`src/uches_pkg.sv`:
```
package uches_pkg;

  // event group codes
  localparam logic [7:0] EVT_FILL = 8'h0a;
  localparam logic [7:0] EVT_VICTIM = 8'h0b;
  localparam logic [7:0] EVT_REQ = 8'h20;
  localparam logic [7:0] EVT_FULL = 8'h21;
  localparam logic [7:0] EVT_BUSY = 8'h22;

  // unit masks that the assertions pin down
  localparam logic [7:0] UMASK_FILL_M = 8'h01;
  localparam logic [7:0] UMASK_FILL_ANY = 8'h0f;
  localparam logic [7:0] UMASK_VICTIM_ANY = 8'h1f;

  // register byte offsets, counter i sits at base plus i times stride
  localparam logic [11:0] OFS_SEL0 = 12'h000;
  localparam logic [11:0] OFS_CNT0 = 12'h004;
  localparam logic [11:0] OFS_STRIDE = 12'h008;
  localparam logic [11:0] OFS_STATUS = 12'h040;

  // status field position and reset values
  localparam int unsigned STATUS_BAD_FILL_BIT = 0;
  localparam logic [31:0] STATUS_RST = 32'h0000_0000;
  localparam logic [31:0] CNT_RST = 32'h0000_0000;
  localparam logic [31:0] RDATA_RST = 32'h0000_0000;

  // clock rate of the counting domain
  localparam int unsigned CLK_MHZ = 250;

  // fill coherence state, bit index into the fill unit mask
  typedef enum logic [1:0] {
    FILL_M = 2'h0,
    FILL_E = 2'h1,
    FILL_S = 2'h2,
    FILL_F = 2'h3
  } uches_fill_state_e;

  // victim coherence state, bit index into the victim unit mask
  typedef enum logic [2:0] {
    VIC_M = 3'h0,
    VIC_E = 3'h1,
    VIC_S = 3'h2,
    VIC_I = 3'h3,
    VIC_F = 3'h4
  } uches_victim_state_e;

  // home request source; mask bit is source times two plus write
  typedef enum logic [1:0] {
    SRC_IO_HUB = 2'h0,
    SRC_REMOTE = 2'h1,
    SRC_LOCAL = 2'h2
  } uches_req_src_e;

  // selection register layout, low bits of the word
  typedef struct packed {
    logic enable;
    logic [7:0] umask;
    logic [7:0] code;
  } uches_sel_s;

  localparam uches_sel_s SEL_RST = '0;

  // per-cycle condition vectors, one bit per unit-mask bit
  typedef struct packed {
    logic [4:0] victim;
    logic [3:0] fill;
    logic [5:0] req;
    logic [2:0] full;
    logic [2:0] busy;
  } uches_evt_s;

endpackage

```
`src/uches_event_select.sv`:
```
// Functional notes
// - fill mask 01H counts modified-state allocations
// - modified allocation only from forwarded read-invalidate-own
// - fill masks 02H/04H/08H count E, S, F
// - fill mask 0FH counts every allocation except a modified fill without forwarded own
// - victim masks 01H/02H/04H count M, E, S
// - victim masks 08H/10H count I, F
// - modified victim written back to its home
// - victim mask 1FH counts every eviction with a state code from M to F
// - request masks 01H/02H count io hub reads/writes
// - request masks 04H/08H count remote reads/writes
// - request masks 10H/20H count local reads/writes
// - full masks count cycles tracker completely occupied
// - busy masks count cycles tracker holds entries
//
// Register access over APB and the register addresses were chosen for this implementation.
module uches_event_select #(
  parameter int unsigned NUM_CNT = 2,
  parameter int unsigned CNT_W = 32
) (
  input wire logic clk_sys,
  input wire logic reset,
  // apb slave
  input wire logic psel,
  input wire logic penable,
  input wire logic pwrite,
  input wire logic [11:0] paddr,
  input wire logic [31:0] pwdata,
  output logic [31:0] prdata,
  output logic pready,
  output logic pslverr,
  // last-level-cache allocation report
  input wire logic fill_valid,
  input uches_pkg::uches_fill_state_e fill_state,
  input wire logic fill_fwd_own,
  // last-level-cache eviction report
  input wire logic victim_valid,
  input uches_pkg::uches_victim_state_e victim_state,
  input wire logic victim_home_remote,
  // home agent request report
  input wire logic req_valid,
  input uches_pkg::uches_req_src_e req_src,
  input wire logic req_write,
  // tracker levels: bit 0 io hub, 1 remote, 2 local
  input wire logic [2:0] tracker_full,
  input wire logic [2:0] tracker_busy,
  // writeback request toward the home caching agent
  output logic wb_valid,
  output logic wb_remote
);

  // condition vectors fed to every counter
  uches_pkg::uches_evt_s evt;
  // modified fill that did not come from a forwarded own request
  logic bad_fill;
  // selection registers, one per counter
  uches_pkg::uches_sel_s sel_reg [NUM_CNT];
  // counter values
  logic [CNT_W-1:0] cnt_val [NUM_CNT];
  // per-counter load strobes
  logic [NUM_CNT-1:0] cnt_load;
  // sticky status word
  logic [31:0] status_reg;
  // decoded read data and error for the current setup
  logic [31:0] rdata_next;
  logic err_next;
  // write that completes at this edge
  logic wr_fire;

  // setup phase of an apb transfer
  logic apb_setup;
  assign apb_setup = psel && !penable;
  // access edge: the slave answers one cycle after setup
  assign wr_fire = psel && penable && pready && pwrite && !pslverr;

  // a modified fill is only legitimate as a forwarded read-invalidate-own line
  assign bad_fill = fill_valid && (fill_state == uches_pkg::FILL_M) && !fill_fwd_own;

  // build condition bits from the reports, one-hot for fill, victim and request; tracker levels pass through
  always_comb
  begin
    evt = '0;
    if (fill_valid && !bad_fill)
    begin
      evt.fill = 4'h1 << fill_state;
    end
    if (victim_valid)
    begin
      evt.victim = 5'h01 << victim_state;
    end
    if (req_valid)
    begin
      evt.req = 6'h01 << {req_src, req_write};
    end
    evt.full = tracker_full;
    evt.busy = tracker_busy;
  end

  // modified victims leave a writeback toward their home, local or remote
  always_ff @(posedge clk_sys)
  begin
    if (reset)
    begin
      wb_valid <= 1'b0;
      wb_remote <= 1'b0;
    end
    else
    begin
      wb_valid <= victim_valid && (victim_state == uches_pkg::VIC_M);
      wb_remote <= victim_valid && (victim_state == uches_pkg::VIC_M) && victim_home_remote;
    end
  end

  // counters, one instance each; software writes preload them
  for (genvar gi = 0; gi < NUM_CNT; gi++)
  begin : g_cnt
    uches_counter #(
      .CNT_W(CNT_W)
    ) u_counter (
      .clk_sys(clk_sys),
      .reset(reset),
      .sel(sel_reg[gi]),
      .evt(evt),
      .load(cnt_load[gi]),
      .load_value(pwdata[CNT_W-1:0]),
      .count(cnt_val[gi])
    );
  end

  // write decode for counter loads
  always_comb
  begin
    cnt_load = '0;
    for (int i = 0; i < NUM_CNT; i++)
    begin
      if (wr_fire && paddr == uches_pkg::OFS_CNT0 + 12'(i) * uches_pkg::OFS_STRIDE)
      begin
        cnt_load[i] = 1'b1;
      end
    end
  end

  // selection registers steer which conditions each counter sees
  always_ff @(posedge clk_sys)
  begin
    if (reset)
    begin
      for (int i = 0; i < NUM_CNT; i++)
      begin
        sel_reg[i] <= uches_pkg::SEL_RST;
      end
    end
    else
    begin
      for (int i = 0; i < NUM_CNT; i++)
      begin
        if (wr_fire && paddr == uches_pkg::OFS_SEL0 + 12'(i) * uches_pkg::OFS_STRIDE)
        begin
          sel_reg[i] <= pwdata[$bits(uches_pkg::uches_sel_s)-1:0];
        end
      end
    end
  end

  // status: write one to clear, a new bad fill in the same cycle wins
  always_ff @(posedge clk_sys)
  begin
    if (reset)
    begin
      status_reg <= uches_pkg::STATUS_RST;
    end
    else if (bad_fill)
    begin
      status_reg[uches_pkg::STATUS_BAD_FILL_BIT] <= 1'b1;
    end
    else if (wr_fire && paddr == uches_pkg::OFS_STATUS && pwdata[uches_pkg::STATUS_BAD_FILL_BIT])
    begin
      status_reg[uches_pkg::STATUS_BAD_FILL_BIT] <= 1'b0;
    end
  end

  // read decode; unmapped or misaligned addresses answer with an error
  always_comb
  begin
    rdata_next = uches_pkg::RDATA_RST;
    err_next = 1'b1;
    if (paddr == uches_pkg::OFS_STATUS)
    begin
      rdata_next = status_reg;
      err_next = 1'b0;
    end
    else
    begin
      for (int i = 0; i < NUM_CNT; i++)
      begin
        if (paddr == uches_pkg::OFS_SEL0 + 12'(i) * uches_pkg::OFS_STRIDE)
        begin
          rdata_next = 32'(sel_reg[i]);
          err_next = 1'b0;
        end
        else if (paddr == uches_pkg::OFS_CNT0 + 12'(i) * uches_pkg::OFS_STRIDE)
        begin
          rdata_next = 32'(cnt_val[i]);
          err_next = 1'b0;
        end
      end
    end
  end

  // one wait-free access cycle: answer registered at the setup edge,
  // so a read returns the counter as it stood in the setup cycle
  always_ff @(posedge clk_sys)
  begin
    if (reset)
    begin
      pready <= 1'b0;
      pslverr <= 1'b0;
      prdata <= uches_pkg::RDATA_RST;
    end
    else
    begin
      pready <= apb_setup;
      if (apb_setup)
      begin
        pslverr <= err_next;
        prdata <= pwrite ? uches_pkg::RDATA_RST : rdata_next;
      end
      else
      begin
        pslverr <= 1'b0;
      end
    end
  end
endmodule

```
`src/uches_counter.sv`:
```
module uches_counter #(
  parameter int unsigned CNT_W = 32
) (
  input wire logic clk_sys,
  input wire logic reset,
  input uches_pkg::uches_sel_s sel,
  input uches_pkg::uches_evt_s evt,
  input wire logic load,
  input wire logic [CNT_W-1:0] load_value,
  output logic [CNT_W-1:0] count
);

  // condition selected by code and unit mask
  logic hit;

  // unit-mask bits above a group's width are ignored
  always_comb
  begin
    hit = 1'b0;
    case (sel.code)
      uches_pkg::EVT_FILL: hit = |(evt.fill & sel.umask[3:0]);
      uches_pkg::EVT_VICTIM: hit = |(evt.victim & sel.umask[4:0]);
      uches_pkg::EVT_REQ: hit = |(evt.req & sel.umask[5:0]);
      uches_pkg::EVT_FULL: hit = |(evt.full & sel.umask[2:0]);
      uches_pkg::EVT_BUSY: hit = |(evt.busy & sel.umask[2:0]);
      default: hit = 1'b0; // unknown codes never count
    endcase
  end

  // software write beats a same-cycle event, so a preset value is exact
  always_ff @(posedge clk_sys)
  begin
    if (reset)
    begin
      count <= CNT_W'(uches_pkg::CNT_RST);
    end
    else if (load)
    begin
      count <= load_value;
    end
    else if (sel.enable && hit)
    begin
      count <= count + 1'b1;
    end
  end
endmodule

```
`config.mk`:
```
export PLATFORM = sky130hd
export DESIGN_NAME = uches_event_select
export DESIGN_NICKNAME = d
export VERILOG_FILES = /design/src/uches_pkg.sv /design/src/uches_event_select.sv /design/src/uches_counter.sv
export SDC_FILE = /design/constraint.sdc
export NUM_CORES = 1
export LEC_CHECK = 0
export ABC_CLOCK_PERIOD_IN_PS = 2000
export BUFFER_PORTS_ARGS = -buffer_cell sky130_fd_sc_hd__buf_2
export CELL_PAD_IN_SITES_DETAIL_PLACEMENT = 1
export CELL_PAD_IN_SITES_GLOBAL_PLACEMENT = 2
export CORE_MARGIN = 2
export CORE_UTILIZATION = 32
export DETAILED_ROUTE_END_ITERATION = 6
export HOLD_SLACK_MARGIN = 0.15
export MAX_ROUTING_LAYER = met4
export PLACE_DENSITY_LB_ADDON = 0.15
export SYNTH_ARGS = -nofsm -noshare
export SYNTH_HDL_FRONTEND = slang
export SYNTH_SLANG_ARGS = --single-unit
```
`constraint.sdc`:
```
create_clock -name clk_sys -period 2 [get_ports clk_sys]
set_input_delay 0.2 -clock clk_sys [delete_from_list [all_inputs] [get_ports clk_sys]]
set_output_delay 0.2 -clock clk_sys [all_outputs]
set_load 0.02 [all_outputs]
```
# --- After elaboration in Yosys (flattened, before gate mapping) ---
# Memory sizes are Yosys's and may differ from the RTL's.
# Cells that the tools add are included.
totals:
  mem_bits_rw: 34
  input_bits: 68
  wordCells: 110
  memories: 1
  regBits: 101
  out_inout_bits: 36
classes:
  shift: 3
  n_eq_ne: 14
  bitwise_logic: 13
  n_reduce_logical: 39
  n_addsub: 2
  n_mux: 30
mem_list:
  columns: ["memory", "depth", "width", "rd", "rd_clocked_by_memory_dff", "wr", "line_no", "text"]
  rows:
  - ["sel_reg", 2, 17, 2, 0, 2, "uches_event_select.sv:57", "uches_pkg::uches_sel_s sel_reg [NUM_CNT];"]
ops:
  columns: ["cell", "count"]
  rows:
  - ["2-to-1 mux 32 bit", 10]
  - ["adder 32 x 1 -> 32 bit (second input constant)", 2]
  - ["equality test 8 x 6 -> 1 bit (second input constant)", 6]
  - ["2-to-1 mux 17 bit", 2]
  - ["equality test 8 x 4 -> 1 bit (second input constant)", 4]
  - ["equality test 12 x 4 -> 1 bit (second input constant)", 2]
  - ["logical AND 1 bit", 18]
  - ["OR reduction 6 bit", 3]
  - ["2-to-1 mux 1 bit", 13]
  - ["AND 3 bit", 4]
  - ["AND 6 bit", 2]
  - ["equality test 12 x 3 -> 1 bit (second input constant)", 1]
  - ["equality test 12 x 7 -> 1 bit (second input constant)", 1]
  - ["logical NOT 12 bit", 1]
  - ["OR reduction 3 bit", 4]
  - ["AND 5 bit", 2]
  - ["one-hot mux 1 bit (5 select lines)", 2]
  - ["OR reduction 5 bit", 2]
  - ["AND 4 bit", 2]
  - ["OR reduction 4 bit", 2]
  - ["2-to-1 mux 6 bit", 1]
  - ["nonzero test 2 bit", 3]
  - ["<< shifter 1 x 3 -> 6 bit (first input constant)", 1]
  - ["2-to-1 mux 5 bit", 1]
  - ["8 further kinds", 12]

# --- Depth between registers and ports, before layout ---
depth:
  depth_word: 12
  depth_mapped: 10
  depth_no_buf: 7

# --- Cells and area by module ---
# Synthesis repeated with hierarchy kept, for this count alone.
unflattened:
  cells_unflattened: 853
  area_unflattened_um2: 7689.9
by_module_without_submodules:
  columns: ["module", "instances", "seq_area_each_um2", "cells_each", "area_each_um2"]
  rows:
  - ["uches_counter", 2, 640.6, 269, 2153.3]
  - ["uches_event_select", 1, 1761.7, 315, 3383.2]

# --- Worst setup path after synthesis ---
# No wires, ideal clock.
synth_timing:
  path_kind: "reg2reg"
  start: "mem sel_reg[0][24] (netlist name)"
  end: "reg g_cnt[1].u_counter.count[26]"
  setup_slack_ns: -0.027
  arrival_ns: 1.942
  setup_ns: 0.086
  stages_incl_launch_ff: 8
  required_time_ns: 1.914
  path_buffers: 0
  synth_period_minus_slack_ns: 2.027
  path_cell_list: "edfxtp_1 > nor4_1 > and2_1 > nand4b_1 > o32ai_2 > or3b_2 > xnor2_1 > a211oi_1"
synth_rtl:
  columns: ["element", "line_no", "text"]
  rows:
  - ["start, declared", "uches_event_select.sv:57", null]
  - ["end signal, assigned", "uches_counter.sv:35", "count <= CNT_W'(uches_pkg::CNT_RST);"]
  - ["end signal, assigned", "uches_counter.sv:39", "count <= load_value;"]
  - ["end signal, assigned", "uches_counter.sv:43", "count <= count + 1'b1;"]
  - ["end, declared", "uches_counter.sv:10", "output logic [CNT_W-1:0] count"]

==> reports/results.env <==
FINCLKSKEW_PS=9.51
POSTSYNTHCELLCOUNT=745
HTREE_NUM_LEVELS=4
MOSTFREQUENTLAYOUTCELL='buf_4'
DIE_WIDTH_UM=153
MAX_CLOCK_FREQ_MHz=436
DESIGN.FINAL.NETS=1054
HOLDCRITPATHCLASS='input pin to register'
POWER_PER_CELL_AREA_mW_PER_MM2=624
CTS.ROOT.BUFFER_CELL='clkbuf_16'
MAXSLEWHEADROOM=0.360
INITIAL_CORE_UTIL=0.326
PATH_CLK_SLEW_PS=70
POSTROUTEWIRELENGTH_UM=26200
HPWL_UM=18800
CTS-BUFFERS-INSERTED=17
FIRST_GLOBAL_VIAS=7054
VIAS=6693
ROUTE.DETAILED.VIAS_PER_INST=5.24
DRTANTENNAVIOLNETS=0
FINAL_LAYOUT_SIZE_SUFFIX_GT1_FRAC=0.384
CRITICAL_PATH_REQUIRED_PS=2350
RSZ0062_AT_GRT='true'
DR.FIRST_ITER.DRC_COUNT=333
SYNTHESIS.AREA_MM2=0.00714
SYNTH_ENABLE_FLOP_CELLS=34
GRT_FIRST_PASS_WIRELENGTH_UM=40200
WORST-PATH-MAX-FANOUT=4
SYNTH_SEQUENTIAL_AREA_RATIO=0.426
WORSTSETUPSTARTPOINTTYPE='register'
CLKLATENCYLATEPIN_PS=420
SETUP_WS_PS=-291
POST_DRT_WL_PER_CELL_UM=20.5
IRDROPWORSTVDD_V=0.000527
DESIGN.PORTCOUNT=104
CLK_PATH_BUF_DEPTH=2
ASYNC_RESET_FF_FRAC=0
SYNTH_SEQ_CELLS=135
LAYOUTNONFILLERINSTCOUNT=1277
SETUP_VIOLATIONS_FINAL=64
GRT_UTIL_ALL_LAYERS=0.226
PLACE.PORT_BUFFERS=103
PLACE.DETAILED.INSTANCES=1189
CORE_MM2=0.0219
VIOLATIONS_IN_THE_FINAL_REPORTS='negative setup slack'
DIE_HEIGHT_UM=153
CTS_SINKS=135
LAYOUT_COMMON_CELLS='buf_4, buf_2, dfxtp_1'
PLACE_WORST_SETUP_SLACK_PS=-484
TIMING.FINAL.MAX_SLEW_VIOLATIONS=0
YS_TYPES=62
PLACE.GP.CONGESTION=0.903
CTS_TREE='built'
TIMING_WORST_SETUP_PATH_TYPE='register to register'
NFILLCELLS=2476
REPORT.FINAL.HOLD_VIOL_COUNT=0
WORSTMARGINPINSLEW_PS=958
DRT_PASS1_ITERATIONS=4
TOTAL_DIE_AREA_MM2=0.0235
GLOBAL_ROUTE.OVERFLOW_TOTAL=0
RUN_STATUS='finished, violations left'
ROWS=54
AREA_ADDED_BETWEEN_SYNTHESIS_AND_FINISH_PCT=43.7
SYNTH.NET_COUNT=815
WORST_PATH_ARRIVAL_PS=2640
GRT_MAX_DEGREE=41
ROUTE.DETAILED.DRC=0
SYNTH.YOSYS.WARNINGS=0
POSTSYNTHAREAPERCELL_UM2=9.58
ANTENNA_FOUND_INITIAL=0
CRITPATHCAPTURETYPE='register'
POWER_LEAKAGE_nW=4.14
ANTENNA_DIODE_COUNT=0
MAIN_FLOP_TYPE_AFTER_SYNTHESIS='dfxtp_1'
FINAL.MIN_CLOCK_PERIOD_PS=2290
LARGEST_REGISTER_FFS=64
DRV.MAX_CAP_VIOLATION_COUNT=0
PART_OF_THE_CYCLE_THE_WORST_PATH_NEEDS=1.15
[logic make-up (layout without fill, tap and decap cells)]
| logic type | count (synthesis) | count (layout) | share of synthesized area |
|---|---|---|---|
| compound gates | 138 | 138 | 0.137 |
| xor+xnor | 58 | 58 | 0.0712 |
| fa+ha+maj | 2 | 2 | 0.00351 |
| buf+inv | 74 | 326 | 0.0526 |
| flops | 135 | 135 | 0.426 |
| mux | 47 | 47 | 0.0913 |
| simple gates | 291 | 291 | 0.218 |
[per-stage QoR]
step / TNS [ps] / hold WS (ps) / total power, mW / util / instance area [um2]
3_3_place_gp: -17870 / 407 / 3.28 / 0.396 / 8660
2_1_floorplan: 0 / 283 / 3.05 / - / 7140
5_1_grt: -16130 / 176 / 6.60 / 0.469 / 10300
6_report: -8530 / 159 / 6.40 / 0.469 / 10300
3_5_place_dp: -20840 / 407 / 3.28 / 0.396 / 8660
4_1_cts: -8510 / 152 / 6.44 / 0.451 / 9870
[Yosys cell counts (all sizes together), types with 7 or more instances]
cell type  number  area, um2
a211oi         40        310
nor3            9       45.0
inv            21       78.8
nand2          47        176
mux2i          10        100
and3           24        154
mux2           25        282
dfxtp         101       2020
xor2           54        473
buf            14        120
edfxtp         34       1020
clkbuf         39        176
and2           31        198
nor4            7       43.8
nand3          35        200
nor2           74        278
nand4          31        213
o21ai          32        160
a21oi          10       50.1
mux4           12        270
a22oi          26        195
o22ai           7       50.1
[report_power, final]
| part | switching [mW] | leakage, nW | internal [mW] |
|---|---|---|---|
| Sequential | 0.0188 | 1.18 | 2.81 |
| Combinational | 0.241 | 2.68 | 0.233 |
| Clock | 1.37 | 0.278 | 1.73 |
| Total | 1.63 | 4.14 | 4.77 |
[final timing paths]
| check | depth (start not counted) | startpoint | slack [ps] | end |
|---|---|---|---|---|
| setup reg to reg | 8 | sel_reg[0][19]$_DFFE_PP_ | -290 | g_cnt[1].u_counter.count[26]$_SDFFE_PP0P_ |
| hold reg to reg | 2 | prdata[13]$_SDFFE_PP0P_ | 450 | prdata[13]$_SDFFE_PP0P_ |
| hold / removal | 3 | fill_fwd_own | 160 | status_reg[0]$_SDFFE_PP0P_ |
| setup / recovery | 8 | sel_reg[0][19]$_DFFE_PP_ | -290 | g_cnt[1].u_counter.count[26]$_SDFFE_PP0P_ |
[what timing repair did]
action,in CTS,in global routing
resized for setup,39,66
pin swaps,19,76
cloned,1,2
buffers inserted,16,3
setup endpoints to repair,63,64
endpoints found under the hold margin,73,0
hold buffers,36,0
[worst max-delay path: stages, from the launching register on]
cell and delay (ps):
edfxtp_1 420, nor4_2 310, and2_4 190, nand4b_1 130, o32ai_4 270, buf_12 170
or3b_4 390, xnor2_2 140, a211oi_2 200
[cell type report]
| type | instances | area [um2] | share of cell area |
|---|---|---|---|
| clock inverter | 13 | 110 | 0.0107 |
| tap | 280 | 350 | 0.0342 |
| clock buffer | 19 | 464 | 0.0453 |
| sequential | 135 | 3040 | 0.297 |
| multi-input combinational | 536 | 4090 | 0.399 |
| inverter | 21 | 78.8 | 0.00768 |
| timing repair buffer | 273 | 2120 | 0.206 |
[metal layers]
| layer | vias up | routed length, um | GRT usage | share of wire |
|---|---|---|---|---|
| li1 | 3194 | - | - | - |
| met1 | 3329 | 11500 | 0.275 | 0.44 |
| met2 | 128 | 13200 | 0.389 | 0.51 |
| met3 | 42 | 777 | 0.0320 | 0.030 |
| met4 | 0 | 682 | 0.0725 | 0.026 |
| met5 | - | 0 | - | 0 |
Power figures use the tool's default switching activity.
